## config.mk

```make
export PLATFORM = sky130hd
export DESIGN_NAME = urm_channel
export DESIGN_NICKNAME = d
export VERILOG_FILES = /design/src/hdl/urm_pkg.sv /design/src/hdl/urm_channel.sv /design/src/hdl/urm_fifo.sv /design/src/hdl/urm_irq_prio.sv
export SDC_FILE = /design/constraint.sdc
export NUM_CORES = 1
export LEC_CHECK = 0
export ABC_CLOCK_PERIOD_IN_PS = 11600
export BUFFER_PORTS_ARGS = -buffer_cell sky130_fd_sc_hd__clkbuf_2
export CORE_MARGIN = 4
export CORE_UTILIZATION = 25
export CTS_BUF_LIST = sky130_fd_sc_hd__clkbuf_8
export DETAILED_ROUTE_END_ITERATION = 10
export PLACE_DENSITY_LB_ADDON = 0.08
export RECOVER_POWER = 50
export SYNTH_ARGS = -nofsm -noshare
export SYNTH_HDL_FRONTEND = slang
export SYNTH_SLANG_ARGS = --single-unit
```

## constraint.sdc

```tcl
create_clock -name i_mclk -period 11.6 [get_ports i_mclk]
set_input_delay 0.58 -clock i_mclk [delete_from_list [all_inputs] [get_ports i_mclk]]
set_output_delay 0.58 -clock i_mclk [all_outputs]
set_load 0.02 [all_outputs]
```

## src/hdl/urm_pkg.sv

```systemverilog
// ******************************************************
// Register map, field positions and reset values
// ******************************************************
package urm_pkg;
	// Register offsets on the three address lines
	localparam logic [2:0] OFS_DATA   = 3'h0;   // Holding registers or divisor low
	localparam logic [2:0] OFS_IEN    = 3'h1;   // Interrupt enable or divisor high
	localparam logic [2:0] OFS_ISRC   = 3'h2;   // Interrupt source read, queue control write
	localparam logic [2:0] OFS_FRAME  = 3'h3;   // Frame format control
	localparam logic [2:0] OFS_PINS   = 3'h4;   // Handshake pin control
	localparam logic [2:0] OFS_LINE   = 3'h5;   // Serial line flags
	localparam logic [2:0] OFS_MODEM  = 3'h6;   // Handshake pin flags
	localparam logic [2:0] OFS_SCR    = 3'h7;   // Scratch byte

	// Field positions
	localparam int FRM_DIV_ACCESS = 7;           // Divisor access bit of frame format
	localparam int QC_FIFO_EN     = 0;           // Queue control: FIFO enable
	localparam int QC_RX_FLUSH    = 1;           // Queue control: receive flush
	localparam int QC_TX_FLUSH    = 2;           // Queue control: transmit flush
	localparam int QC_DMA         = 3;           // Queue control: DMA mode
	localparam int QC_TRIG_LO     = 6;           // Queue control: trigger select low bit
	localparam int IEN_TXR        = 1;           // Enable bit of transmit ready source

	// Reset values
	localparam logic [3:0] IEN_RST   = 4'h0;     // All sources disabled
	localparam logic [7:0] FRAME_RST = 8'h00;    // Frame format after reset
	localparam logic [4:0] PINS_RST  = 5'h00;    // Pin control after reset
	localparam logic [7:0] BYTE_RST  = 8'h00;    // Divisor and scratch after reset
	localparam logic [1:0] TRIG_RST  = 2'h0;     // Trigger level of 1

	// Receive trigger levels, by select code
	localparam logic [4:0] TRIG_L0 = 5'h01;
	localparam logic [4:0] TRIG_L1 = 5'h04;
	localparam logic [4:0] TRIG_L2 = 5'h08;
	localparam logic [4:0] TRIG_L3 = 5'h0E;

	// Interrupt source codes, highest priority first
	localparam logic [3:0] SRC_LINE  = 4'h6;
	localparam logic [3:0] SRC_RXD   = 4'h4;
	localparam logic [3:0] SRC_TXR   = 4'h2;
	localparam logic [3:0] SRC_MODEM = 4'h0;
	localparam logic [3:0] SRC_NONE  = 4'h1;

	localparam int FIFO_DEPTH = 16;              // Character slots in each queue
	localparam int RX_WIDTH   = 11;              // Data byte plus three error tags
endpackage : urm_pkg

```

## src/hdl/urm_channel.sv

```systemverilog
`timescale 1ns/100ps
// ******************************************************
// Serial channel register map and interrupt logic
// ******************************************************
module urm_channel import urm_pkg::*; #(
	parameter int DEPTH = FIFO_DEPTH
) (
	input  wire logic        i_mclk,          // Device clock, 40 MHz
	input  wire logic        i_sys_rst,       // Async reset, high
	input  wire logic        i_cs,            // Channel select
	input  wire logic        i_rd,            // Read strobe, one cycle
	input  wire logic        i_wr,            // Write strobe, one cycle
	input  wire logic [2:0]  i_addr,          // Register offset
	input  wire logic [7:0]  i_wdata,         // Write data
	input  wire logic        i_rx_valid,      // Receive shifter delivers a byte
	input  wire logic [7:0]  i_rx_data,       // Received byte
	input  wire logic        i_rx_parity_err, // Byte had a parity error
	input  wire logic        i_rx_frame_err,  // Byte had a framing error
	input  wire logic        i_rx_break,      // Byte was a break
	input  wire logic        i_tx_take,       // Transmit shifter takes o_tx_data
	input  wire logic        i_tx_busy,       // Transmit shifter holds data
	input  wire logic [3:0]  i_modem_delta,   // Modem line change pulses
	input  wire logic [3:0]  i_modem_lines,   // Modem line levels
	output logic      [7:0]  o_rdata,         // Read data
	output logic             o_irq,           // Channel interrupt, high
	output logic      [15:0] o_divisor,       // Baud divisor
	output logic      [7:0]  o_frame_format,  // Frame format control
	output logic      [4:0]  o_pin_control,   // Handshake pin control
	output logic             o_fifo_en,       // Queues enabled
	output logic             o_dma_mode,      // DMA mode selected
	output logic      [7:0]  o_tx_data,       // Byte for transmit shifter
	output logic             o_tx_valid       // o_tx_data is loaded
);
	localparam int CW = $clog2(DEPTH) + 1;

	// ******************************************************
	// Helpers
	// ******************************************************
	// Trigger level for a select code
	function automatic logic [CW-1:0] trig_level(input logic [1:0] sel);
		logic [4:0] lvl;
		lvl = TRIG_L0;
		case (sel)
			2'h1:    lvl = TRIG_L1;
			2'h2:    lvl = TRIG_L2;
			2'h3:    lvl = TRIG_L3;
			default: lvl = TRIG_L0;
		endcase
		return CW'(lvl);
	endfunction : trig_level

	// ******************************************************
	// Software state
	// ******************************************************
	logic [3:0]    interrupt_enable;                           // Interrupt enables
	logic [7:0]    frame_format_control;                           // Frame format control
	logic [7:0]    dll;                           // Divisor low
	logic [7:0]    baud_divisor_high;                           // Divisor high
	logic [4:0]    handshake_pin_control;                           // Pin control, low five bits
	logic [7:0]    scratch_byte;                           // Scratch
	logic          fifo_en;                       // Queue mode
	logic          dma_mode;                      // DMA mode
	logic [1:0]    trig_sel;                      // Receive trigger select
	logic          overrun;                       // Sticky overrun
	logic          head_ack;                      // Head errors seen by line read
	logic [CW-1:0] err_cnt;                       // Errored entries queued
	logic          tx_pend;                       // Transmit ready pending
	logic          tx_empty_q;                    // Queue empty last cycle
	logic [3:0]    mdelta;                        // Sticky modem changes

	// ******************************************************
	// Access decode
	// ******************************************************
	wire       rd   = i_cs & i_rd;                // Read request
	wire       wr   = i_cs & i_wr;                // Write request
	wire       dlab = frame_format_control[FRM_DIV_ACCESS];        // Divisor overlay on
	wire       a_dat = (i_addr == OFS_DATA);
	wire       a_ien = (i_addr == OFS_IEN);
	wire       wr_thr = wr & a_dat & ~dlab;
	wire       wr_dll = wr & a_dat & dlab;
	wire       wr_ier = wr & a_ien & ~dlab;
	wire       wr_dlm = wr & a_ien & dlab;
	wire       wr_fcr = wr & (i_addr == OFS_ISRC);
	wire       wr_lcr = wr & (i_addr == OFS_FRAME);
	wire       wr_mcr = wr & (i_addr == OFS_PINS);
	wire       wr_spr = wr & (i_addr == OFS_SCR);
	wire       rd_rhr = rd & a_dat & ~dlab;
	wire       rd_isr = rd & (i_addr == OFS_ISRC);
	wire       rd_lsr = rd & (i_addr == OFS_LINE);
	wire       rd_msr = rd & (i_addr == OFS_MODEM);

	// Queue flush on explicit request or on mode change, since old data is meaningless
	wire       fen_chg  = wr_fcr & (i_wdata[QC_FIFO_EN] != fifo_en);
	wire       rx_flush = fen_chg | (wr_fcr & i_wdata[QC_FIFO_EN] & i_wdata[QC_RX_FLUSH]);
	wire       tx_flush = fen_chg | (wr_fcr & i_wdata[QC_FIFO_EN] & i_wdata[QC_TX_FLUSH]);

	// ******************************************************
	// Receive queue
	// ******************************************************
	logic [RX_WIDTH-1:0] rx_head;                 // Head entry with tags
	logic [CW-1:0]       rx_count;                // Receive level
	logic                rx_empty;                // Receive queue empty
	logic                rx_full;                 // Receive queue full

	// Without queues the holding position is a single slot
	wire       rx_cap_full = fifo_en ? rx_full : ~rx_empty;
	wire [2:0] rx_tags     = {i_rx_break, i_rx_frame_err, i_rx_parity_err};
	wire       rx_push     = i_rx_valid & ~rx_cap_full;
	wire       rx_lost     = i_rx_valid & rx_cap_full;
	wire       rx_pop      = rd_rhr & ~rx_empty;
	wire       head_bad    = ~rx_empty & (|rx_head[10:8]);

	urm_fifo #(
		.WIDTH (RX_WIDTH),
		.DEPTH (DEPTH)
	) u_rx_fifo (
		.i_mclk    (i_mclk),
		.i_sys_rst (i_sys_rst),
		.i_flush   (rx_flush),
		.i_push    (rx_push),
		.i_din     ({rx_tags, i_rx_data}),
		.i_pop     (rx_pop),
		.o_head    (rx_head),
		.o_count   (rx_count),
		.o_empty   (rx_empty),
		.o_full    (rx_full)
	);

	// ******************************************************
	// Transmit queue and shifter hand-off stage
	// ******************************************************
	logic [7:0]    tx_head;                       // Next byte to send
	logic          tx_empty;                      // Transmit queue empty
	logic          tx_full;                       // Transmit queue full

	wire       tx_cap_full = fifo_en ? tx_full : ~tx_empty;
	wire       tx_push     = wr_thr & ~tx_cap_full;   // Write to a full queue is lost
	wire       tx_load     = ~tx_empty & (~o_tx_valid | i_tx_take);

	urm_fifo #(
		.WIDTH (8),
		.DEPTH (DEPTH)
	) u_tx_fifo (
		.i_mclk    (i_mclk),
		.i_sys_rst (i_sys_rst),
		.i_flush   (tx_flush),
		.i_push    (tx_push),
		.i_din     (i_wdata),
		.i_pop     (tx_load),
		.o_head    (tx_head),
		.o_count   (),
		.o_empty   (tx_empty),
		.o_full    (tx_full)
	);

	// ******************************************************
	// Line flags
	// ******************************************************
	wire [2:0] head_err = (~rx_empty & ~head_ack) ? rx_head[10:8] : 3'h0;
	wire       temt     = tx_empty & ~o_tx_valid & ~i_tx_busy;
	wire [7:0] serial_line_flags      = {(err_cnt != '0),
	                       temt,
	                       tx_empty,
	                       head_err,
	                       overrun,
	                       ~rx_empty};

	// ******************************************************
	// Interrupt sources
	// ******************************************************
	wire       src_line  = interrupt_enable[2] & (overrun | (|head_err));
	wire       src_rxd   = interrupt_enable[0] & (fifo_en ? (rx_count >= trig_level(trig_sel))
	                                         : ~rx_empty);
	wire       src_txr   = interrupt_enable[IEN_TXR] & tx_pend;
	wire       src_modem = interrupt_enable[3] & (|mdelta);
	logic [3:0] isr_code;                                                    // Prioritised code

	// Each enabled source reports through the status code
	urm_irq_prio u_prio (
		.i_line  (src_line),
		.i_rxd   (src_rxd),
		.i_txr   (src_txr),
		.i_modem (src_modem),
		.o_code  (isr_code)
	);

	wire [7:0] interrupt_source = {fifo_en, fifo_en, 2'h0, isr_code};

	// Transmit ready events; set takes priority over the clears
	wire       tx_went_empty = tx_empty & ~tx_empty_q;
	wire       tx_arm_empty  = wr_ier & i_wdata[IEN_TXR] & ~interrupt_enable[IEN_TXR] & tx_empty;
	wire       tx_set        = tx_went_empty | tx_arm_empty;
	wire       tx_clr        = rd_isr | wr_thr;

	// ******************************************************
	// Read data selection
	// ******************************************************
	wire [7:0] rd_mux = (i_addr == OFS_DATA)  ? (dlab ? dll : rx_head[7:0]) :
	                    (i_addr == OFS_IEN)   ? (dlab ? baud_divisor_high : {4'h0, interrupt_enable}) :
	                    (i_addr == OFS_ISRC)  ? interrupt_source :
	                    (i_addr == OFS_FRAME) ? frame_format_control :
	                    (i_addr == OFS_PINS)  ? {3'h0, handshake_pin_control} :
	                    (i_addr == OFS_LINE)  ? serial_line_flags :
	                    (i_addr == OFS_MODEM) ? {i_modem_lines, mdelta} : scratch_byte;

	// ******************************************************
	// Software registers
	// ******************************************************
	// Host-written configuration
	always_ff @(posedge i_mclk or posedge i_sys_rst)
	begin
		if (i_sys_rst)
		begin
			interrupt_enable      <= IEN_RST;
			frame_format_control      <= FRAME_RST;
			dll      <= BYTE_RST;
			baud_divisor_high      <= BYTE_RST;
			handshake_pin_control      <= PINS_RST;
			scratch_byte      <= BYTE_RST;
			fifo_en  <= 1'b0;
			dma_mode <= 1'b0;
			trig_sel <= TRIG_RST;
		end
		else
		begin
			if (wr_ier)
				interrupt_enable <= i_wdata[3:0];
			if (wr_lcr)
				frame_format_control <= i_wdata;
			if (wr_dll)
				dll <= i_wdata;
			if (wr_dlm)
				baud_divisor_high <= i_wdata;
			if (wr_mcr)
				handshake_pin_control <= i_wdata[4:0];
			if (wr_spr)
				scratch_byte <= i_wdata;
			if (wr_fcr)
				fifo_en <= i_wdata[QC_FIFO_EN];
			// Other fields take effect only with the enable bit set
			if (wr_fcr & i_wdata[QC_FIFO_EN])
			begin
				dma_mode <= i_wdata[QC_DMA];
				trig_sel <= i_wdata[QC_TRIG_LO+1:QC_TRIG_LO];
			end
		end
	end

	// ******************************************************
	// Status flags
	// ******************************************************
	// Sticky flags; a new event in a clearing cycle survives
	always_ff @(posedge i_mclk or posedge i_sys_rst)
	begin
		if (i_sys_rst)
		begin
			overrun    <= 1'b0;
			head_ack   <= 1'b0;
			tx_pend    <= 1'b0;
			tx_empty_q <= 1'b1;                   // No spurious edge at reset
			mdelta     <= 4'h0;
		end
		else
		begin
			overrun    <= rx_lost | (overrun & ~rd_lsr);
			// New head byte shows its own tags again
			head_ack   <= ~(rx_pop | rx_flush) & (head_ack | rd_lsr);
			tx_pend    <= tx_set | (tx_pend & ~tx_clr);
			tx_empty_q <= tx_empty;
			mdelta     <= i_modem_delta | (mdelta & ~{4{rd_msr}});
		end
	end

	// Count of errored entries so the global flag needs no queue scan
	always_ff @(posedge i_mclk or posedge i_sys_rst)
	begin
		if (i_sys_rst)
			err_cnt <= '0;
		else if (rx_flush)
			err_cnt <= '0;
		else
			err_cnt <= err_cnt + CW'(rx_push & (|rx_tags)) - CW'(rx_pop & head_bad);
	end

	// ******************************************************
	// Outputs
	// ******************************************************
	// Read data is held until the next read
	always_ff @(posedge i_mclk or posedge i_sys_rst)
	begin
		if (i_sys_rst)
			o_rdata <= 8'h00;
		else if (rd)
			o_rdata <= rd_mux;
	end

	// Interrupt line and mirrored configuration
	always_ff @(posedge i_mclk or posedge i_sys_rst)
	begin
		if (i_sys_rst)
		begin
			o_irq          <= 1'b0;
			o_divisor      <= 16'h0000;
			o_frame_format <= FRAME_RST;
			o_pin_control  <= PINS_RST;
			o_fifo_en      <= 1'b0;
			o_dma_mode     <= 1'b0;
		end
		else
		begin
			o_irq          <= (isr_code != SRC_NONE);
			o_divisor      <= {baud_divisor_high, dll};
			o_frame_format <= frame_format_control;
			o_pin_control  <= handshake_pin_control;
			o_fifo_en      <= fifo_en;
			o_dma_mode     <= dma_mode;
		end
	end

	// Hand-off stage toward the transmit shifter
	always_ff @(posedge i_mclk or posedge i_sys_rst)
	begin
		if (i_sys_rst)
		begin
			o_tx_data  <= 8'h00;
			o_tx_valid <= 1'b0;
		end
		else if (tx_load)
		begin
			o_tx_data  <= tx_head;
			o_tx_valid <= 1'b1;
		end
		else if (i_tx_take)
			o_tx_valid <= 1'b0;
	end
endmodule : urm_channel

```

## src/hdl/urm_fifo.sv

```systemverilog
`timescale 1ns/100ps
// ******************************************************
// Character queue with level count
// ******************************************************
module urm_fifo import urm_pkg::*; #(
	parameter int WIDTH = 8,
	parameter int DEPTH = FIFO_DEPTH
) (
	input  wire logic                       i_mclk,    // Device clock
	input  wire logic                       i_sys_rst, // Async reset, high
	input  wire logic                       i_flush,   // Drop all entries
	input  wire logic                       i_push,    // Store i_din
	input  wire logic [WIDTH-1:0]           i_din,     // Entry to store
	input  wire logic                       i_pop,     // Drop head entry
	output logic      [WIDTH-1:0]           o_head,    // Oldest entry
	output logic      [$clog2(DEPTH):0]     o_count,   // Entries held
	output logic                            o_empty,   // No entries
	output logic                            o_full     // No free slot
);
	localparam int AW = $clog2(DEPTH);

	logic [WIDTH-1:0] mem [DEPTH];                 // Storage, no reset needed
	logic [AW-1:0]    wr_ptr;                      // Next slot to fill
	logic [AW-1:0]    rd_ptr;                      // Head slot
	logic [AW:0]      count;                       // Level

	wire do_push = i_push & ~o_full;               // Push into a full queue is lost
	wire do_pop  = i_pop & ~o_empty;               // Pop of an empty queue is ignored

	assign o_head  = mem[rd_ptr];
	assign o_count = count;
	assign o_empty = (count == '0);
	assign o_full  = (count == (AW+1)'(DEPTH));

	// Pointers and level; depth must be a power of two so pointers wrap
	always_ff @(posedge i_mclk or posedge i_sys_rst)
	begin
		if (i_sys_rst)
		begin
			wr_ptr <= '0;
			rd_ptr <= '0;
			count  <= '0;
		end
		else if (i_flush)
		begin
			wr_ptr <= '0;
			rd_ptr <= '0;
			count  <= '0;
		end
		else
		begin
			wr_ptr <= wr_ptr + AW'(do_push);
			rd_ptr <= rd_ptr + AW'(do_pop);
			count  <= count + (AW+1)'(do_push) - (AW+1)'(do_pop);
		end
	end

	// Storage write
	always_ff @(posedge i_mclk)
	begin
		if (do_push)
			mem[wr_ptr] <= i_din;
	end
endmodule : urm_fifo

```

## src/hdl/urm_irq_prio.sv

```systemverilog
`timescale 1ns/100ps
// ******************************************************
// Interrupt source priority encoder
// ******************************************************
module urm_irq_prio import urm_pkg::*; (
	input  wire logic       i_line,  // Enabled line status pending
	input  wire logic       i_rxd,   // Enabled receive data pending
	input  wire logic       i_txr,   // Enabled transmit ready pending
	input  wire logic       i_modem, // Enabled modem status pending
	output logic      [3:0] o_code   // Source code, none when idle
);
	// Highest pending level wins; others wait their turn
	assign o_code = i_line  ? SRC_LINE  :
	                i_rxd   ? SRC_RXD   :
	                i_txr   ? SRC_TXR   :
	                i_modem ? SRC_MODEM : SRC_NONE;
endmodule : urm_irq_prio

```

## Word level (Yosys, flattened, before mapping)

Memories as Yosys holds them, arrays and structs flattened. A register that Yosys moved wholly into a read port is not among the register bits.
Cells that the tools add are included.

| storage, ports and cells | value |
|---|---|
| register bits | 125 |
| bits in writable memories | 304 |
| logic and storage cells | 171 |
| memories | 2 |
| output and inout port bits | 49 |

| operators by class | value |
|---|---|
| $lt $le $gt $ge | 1 |
| reductions and logical operators | 9 |
| bitwise gates (word level) | 75 |
| $add $sub $neg | 10 |
| equal/unequal tests | 14 |
| mux-type cells | 31 |

Memory list:

| memory | words | width | read ports | clocked after Yosys merged registers in | write ports | RTL line | RTL |
|---|---|---|---|---|---|---|---|
| u_rx_fifo.mem | 16 | 11 | 1 | 0 | 1 | urm_fifo.sv:22 | `logic [WIDTH-1:0] mem [DEPTH];` |
| u_tx_fifo.mem | 16 | 8 | 1 | 1 | 1 | urm_fifo.sv:22 |  |

Operators by type and width:

| cell | count |
|---|---|
| 8-bit 2-to-1 mux | 9 |
| 1-bit AND | 47 |
| 4-bit 2-to-1 mux | 7 |
| 4-bit by 1-bit adder with 4-bit output | 4 |
| 5-bit by 1-bit adder with 5-bit output | 3 |
| 5-bit 2-to-1 mux | 3 |
| 1-bit inverter | 15 |
| 5-bit by 1-bit subtractor with 5-bit output | 3 |
| 3-bit == test, second input constant | 4 |
| 4-bit case mux with 3 select lines | 1 |
| 5-bit == test, second input constant | 2 |
| 5-bit logical NOT | 2 |
| 1-bit 2-to-1 mux | 10 |
| 1-bit OR | 10 |
| 3-bit OR reduction | 3 |
| 3-bit by 2-bit == test with 1-bit output, second input constant | 2 |
| 5-bit >= comparator | 1 |
| 5-bit nonzero test | 1 |
| 4-bit AND | 1 |
| 2-bit == test, second input constant | 2 |
| 4-bit by 1-bit inequality test with 1-bit output, second input constant | 1 |
| 4-bit inverter | 1 |
| 4-bit OR | 1 |
| 4-bit OR reduction | 1 |
| other kinds (6) | 6 |

## Depth between registers and ports, before layout

| logic depth | value |
|---|---|
| word-level depth | 11 |
| gate-level depth with buffers | 17 |

## Hierarchy

From an unflattened synthesis, not the netlist that was laid out.

| unflattened totals | value |
|---|---|
| cells, all modules | 1063 |
| area total of the unflattened synthesis | 18064.8 sq um |

By module, submodules not included:

| module | cells each | instances | area each (sq um) |
|---|---|---|---|
| urm_fifo (u_rx_fifo) | 361 | 1 | 7477.2 |
| urm_fifo (u_tx_fifo) | 289 | 1 | 5720.5 |
| urm_channel | 407 | 1 | 4824.6 |
| urm_irq_prio | 6 | 1 | 42.5 |

## Worst setup path after synthesis

OpenSTA, ideal clock, no wires.

| timing | value |
|---|---|
| path type | register -> register |
| start point | register u_rx_fifo.rd_ptr[1] |
| end point | register err_cnt[4] |
| path buffers | 2 |
| arrival | 3.065 ns |
| period minus slack after synthesis | 3.193 ns |
| cell stages (with the launch flop) | 18 |
| required time | 11.472 ns |
| setup slack | 8.407 ns |
| path through | dfrtp_1 buf_2 clkbuf_1 mux4_2 a22oi_2 nand2_2 o31a_2 ha_1 inv_1 ha_1 inv_1 fa_1 inv_1 a21oi_1 nor2_1 nor2_1 xnor2_1 nor2_1 |

| on the way | value |
|---|---|
| cells in the longest elaborated chain, start to end | 6 |

Ends and longest elaborated chain:

| element | RTL line | RTL |
|---|---|---|
| start: declaration | urm_fifo.sv:24 | `logic [AW-1:0] rd_ptr;` |
| start signal: assignment | urm_fifo.sv:53 | `rd_ptr <= rd_ptr + AW'(do_pop);` |
| memory read 16 x 11 bit | -- |  |
| 3-bit OR reduction | urm_channel.sv:111 | `wire head_bad = ~rx_empty & (\|rx_head[10:8]);` |
| 1-bit AND | urm_channel.sv:111 |  |
| 1-bit AND | urm_channel.sv:282 | `err_cnt <= err_cnt + CW'(rx_push & (\|rx_tags)) - CW'(rx_pop & head_bad);` |
| 5-bit by 1-bit subtractor with 5-bit output | urm_channel.sv:282 |  |
| 5-bit 2-to-1 mux | urm_channel.sv:279 | `else if (rx_flush)` |
| end signal: assignment | urm_channel.sv:282 |  |
| end: declaration | urm_channel.sv:66 | `logic [CW-1:0] err_cnt;` |

Every way passes these cells.
A chain may end at the register's enable or synchronous reset.

## Final worst setup path

| timing | value |
|---|---|
| start point | register u_rx_fifo.count[3] (netlist: u_rx_fifo.o_count[3]) |
| end point | register err_cnt[4] |

| on the way | value |
|---|---|
| cells in the longest elaborated chain, start to end | 9 |

Ends and longest elaborated chain:

| element | RTL line | RTL |
|---|---|---|
| start: declaration | urm_fifo.sv:25 | `logic [AW:0] count;` |
| start signal: assignment | urm_fifo.sv:54 | `count <= count + (AW+1)'(do_push) - (AW+1)'(do_pop);` |
| 5-bit logical NOT | urm_fifo.sv:32 | `assign o_empty = (count == '0);` |
| 1-bit inverter | urm_channel.sv:106, urm_channel.sv:110, urm_channel.sv:111 |  |
| 1-bit 2-to-1 mux | urm_channel.sv:106 | `wire rx_cap_full = fifo_en ? rx_full : ~rx_empty;` |
| 1-bit inverter | urm_channel.sv:108 | `wire rx_push = i_rx_valid & ~rx_cap_full;` |
| 1-bit AND | urm_channel.sv:108 |  |
| 1-bit AND | urm_channel.sv:282 |  |
| 5-bit by 1-bit adder with 5-bit output | urm_channel.sv:282 |  |
| 5-bit by 1-bit subtractor with 5-bit output (*) | urm_channel.sv:282 |  |
| 5-bit 2-to-1 mux (*) | urm_channel.sv:279 |  |

Mark *: on every way between the ends. The rest lies on a longest branch, timed or not.

==> run metrics <==
status finished with violations; failing checks capacitance limit, slew limit; WL/cell ~23 um; leakage power about 0.0074 uW; Clock power frac a little under a third; Initial Util about 25%; Final nets between 1000 and 1500; CP endpoint kind register; Unique masters post-synth slightly above 60; Startpoint Class register; overall die height ~280 um; Pwr Total between 4000 and 5000 uW; Synth Register Bits between 400 and 500; worst skew pair latency between 0.6 and 0.7 ns; Max-Cap Viols 4; DIE AREA around 76000 um2; placed instance count between 2000 and 2500; drt via density approximately 4.4; max-slew violations approximately 130; Final Hold Fails 0; Setup Buffers After CTS 0; Layout area overhead 17.3%; hpwl dp roughly 31000 um; pwr/cell area roughly 220 nW/um2; main area contributors after synthesis edfxtp_1 51%, dfrtp_1 18%, mux4_2 8.6%; CP Cell Sequence inv_1 > ha_1 > nor4b_1 > a21oi_1 > nor2b_1 > o31ai_1 > ha_1 > inv_1 > ha_1 > inv_1 > fa_1 > inv_1 > a21oi_1 > nor2_1 > nor2_1 > xnor2_1 > nor2_1; Area after DPL 19500 um2; Hold Buf Count CTS 1; Synth Cell Area ~18000 um2; routed vias 9585; Mapped Cells about 1000; DRC Markers 0; Combinational Power Share between 20% and 30%; most frequent cells in the layout 304 x edfxtp_1, 129 x dfrtp_1, 89 x clkbuf_8; I/O pins 87; RSZ-0062 raised after global routing false; CP most frequent cell inv_1; CP peak stage delay between 1 and 1.5 ns; Slew headroom -113%; # port buffers 86; initial antenna violation count 6; setup TNS 0 ns; Final Routed Wirelength a little under 50000 um; Setup Viol. Count Final 0; root buf cell clkbuf_8; Finished Layout Cells between 2000 and 2500; design area roughly 21000 um2; Die X 275 um; Global Route Usage Sum a little over an eighth; Multi-input gate area 5160 um2; P_int around 3100 uW; clk_skew 0.0549 ns; Sw Ratio a little under a third; share of cells above drive strength 1 between 20% and 30%; data arrival time of the worst path roughly 4.8 ns; worst path required time between 10 and 15 ns; period utilisation layout between 30% and 40%; cts bufs inserted approximately 80; First DRT Iteration DRCs 506; Clock transition at path regs 0.06 ns; Yosys warning total 0; Final min period around 4.2 ns; CP max-delay cell nor4b_1; Hold WC Path Type primary input to register; GRT overflow 0; ys async rst share approximately 30%; Reg power frac 43.7%; Final Core Density slightly below 30%; FMAX 236 MHz; placer's final routability congestion estimate about 0.75; Sink Count around 440; Yosys top cell by area edfxtp_1; Worst Tran Pin Value roughly 3.2 ns; Avg Inst Size Synth around 18 um2; Antenna Nets Post-Route 0; vias in the first global route ~11000; Primary FF master, synth edfxtp_1; largest net degree at the start of global routing 69; Resize count post-CTS 0; register area share after synthesis 69.7%; first-pass GRT wire length between 70000 and 80000 um; core area ~70000 um2; Post-synth EDFFs just over 300; num rows 97; Clock Path Buffers 3; Reg area ~12000 um2; Max FO, Critical Path 7; CTS tree yes; net switching power between 1000 and 1500 uW; CTS H-tree lvls 3; commonest non-fill, non-tap cell in the layout edfxtp_1; top cell type's share of synthesized area slightly above 50%; drt first pass iters 5; Peak supply drop about 0.082 mV; critical path class register to register; Post-Syn Nets about 1100; FILL cells roughly 7000
-- synthesized netlist by cell type (17+ instances only) --
| master | number |
|---|---|
| nor2b_1 | 21 |
| mux4_1 | 23 |
| nor2_1 | 61 |
| dfrtp_1 | 132 |
| nor3_1 | 17 |
| ha_1 | 30 |
| mux4_2 | 68 |
| clkbuf_1 | 24 |
| o21ai_0 | 17 |
| inv_1 | 29 |
| a21oi_1 | 21 |
| edfxtp_1 | 304 |
| mux2_2 | 54 |
| nand2_1 | 44 |
-- registers in the layout, summed over array words and instances (netlist names), 8 cells and up --
| name | flops |
|---|---|
| dll | 8 |
| u_rx_fifo.mem | 176 |
| o_frame_format | 8 |
| frame_format_control | 8 |
| o_tx_data | 8 |
| baud_divisor_high | 8 |
| scratch_byte | 8 |
| o_divisor | 16 |
| u_tx_fifo.mem | 128 |
| o_rdata | 8 |
-- per-stage QoR --
stage / worst slack [ns] / hold WS [ns]
final: 7.37 / 0.0823
after global routing: 7.03 / 0.0439
after CTS: 7.44 / 0.00738
after detailed placement: 7.42 / 0.372
after global placement: 7.41 / 0.357
after floorplan: 7.47 / 0.349
-- kinds of logic (layout without fill, tap and decap cells) --
group,count (synthesis),after routing,synth area share (%)
xor+xnor,20,20,0.980
buf+inv,74,282,1.92
other cells,0,2,0
fa+ha+maj,33,33,2.44
simple gates,183,183,4.91
flops,437,437,69.7
compound gates,103,103,4.16
mux,155,155,15.9
-- path summary, 6_finish.rpt --
path / start / endpoint / slack, ns / cells past startpoint
max: u_rx_fifo.o_count[3]$_DFF_PP0_ / err_cnt[4]$_DFF_PP0_ / 7.37 / 17
min: i_modem_delta[2] / mdelta[2]$_DFF_PP0_ / 0.08 / 2
max reg2reg: u_rx_fifo.o_count[3]$_DFF_PP0_ / err_cnt[4]$_DFF_PP0_ / 7.37 / 17
min reg2reg: dma_mode$_DFFE_PP0P_ / o_dma_mode$_DFF_PP0_ / 0.38 / 0
max in group asynchronous: i_sys_rst / u_rx_fifo.rd_ptr[0]$_DFF_PP0_ / 8.18 / 4
min in group asynchronous: i_sys_rst / scratch_byte[3]$_DFFE_PP0P_ / 1.33 / 3
-- power groups by stage --
stage,sequential (uW),clock [uW],combinational [uW]
floorplan,2010,0,849
global placement,2040,0,1210
detailed placement,2040,0,1210
CTS,2010,1490,1210
global route,2030,1560,1290
finish,2010,1420,1170
-- layout make-up --
| type | instances | area share [%] |
|---|---|---|
| inverter | 31 | 0.561 |
| tap | 940 | 5.61 |
| clock buffer | 89 | 5.84 |
| timing repair buffer | 106 | 2.37 |
| multi-input combinational | 494 | 24.6 |
| clock inverter | 56 | 1.52 |
| antenna | 2 | 0.0239 |
| sequential | 437 | 59.4 |
-- per-layer routing --
metal	global-route usage, %	vias to the layer above	part of all wire (%)
li1	-	4253	-
met1	17.5	5042	45
met2	21.6	198	48
met3	3.18	88	4.5
met4	3.56	4	2.2
met5	0	-	0.070
-- worst max-delay path, delay by kind of cell (launching register included) --
family	cells	cell delay [ns]
flops	1	0.40
simple gates	5	1.81
xor+xnor	1	0.14
compound gates	3	0.39
fa+ha+maj	4	1.08
buf+inv	4	0.27
Power figures use the tool's default switching activity.
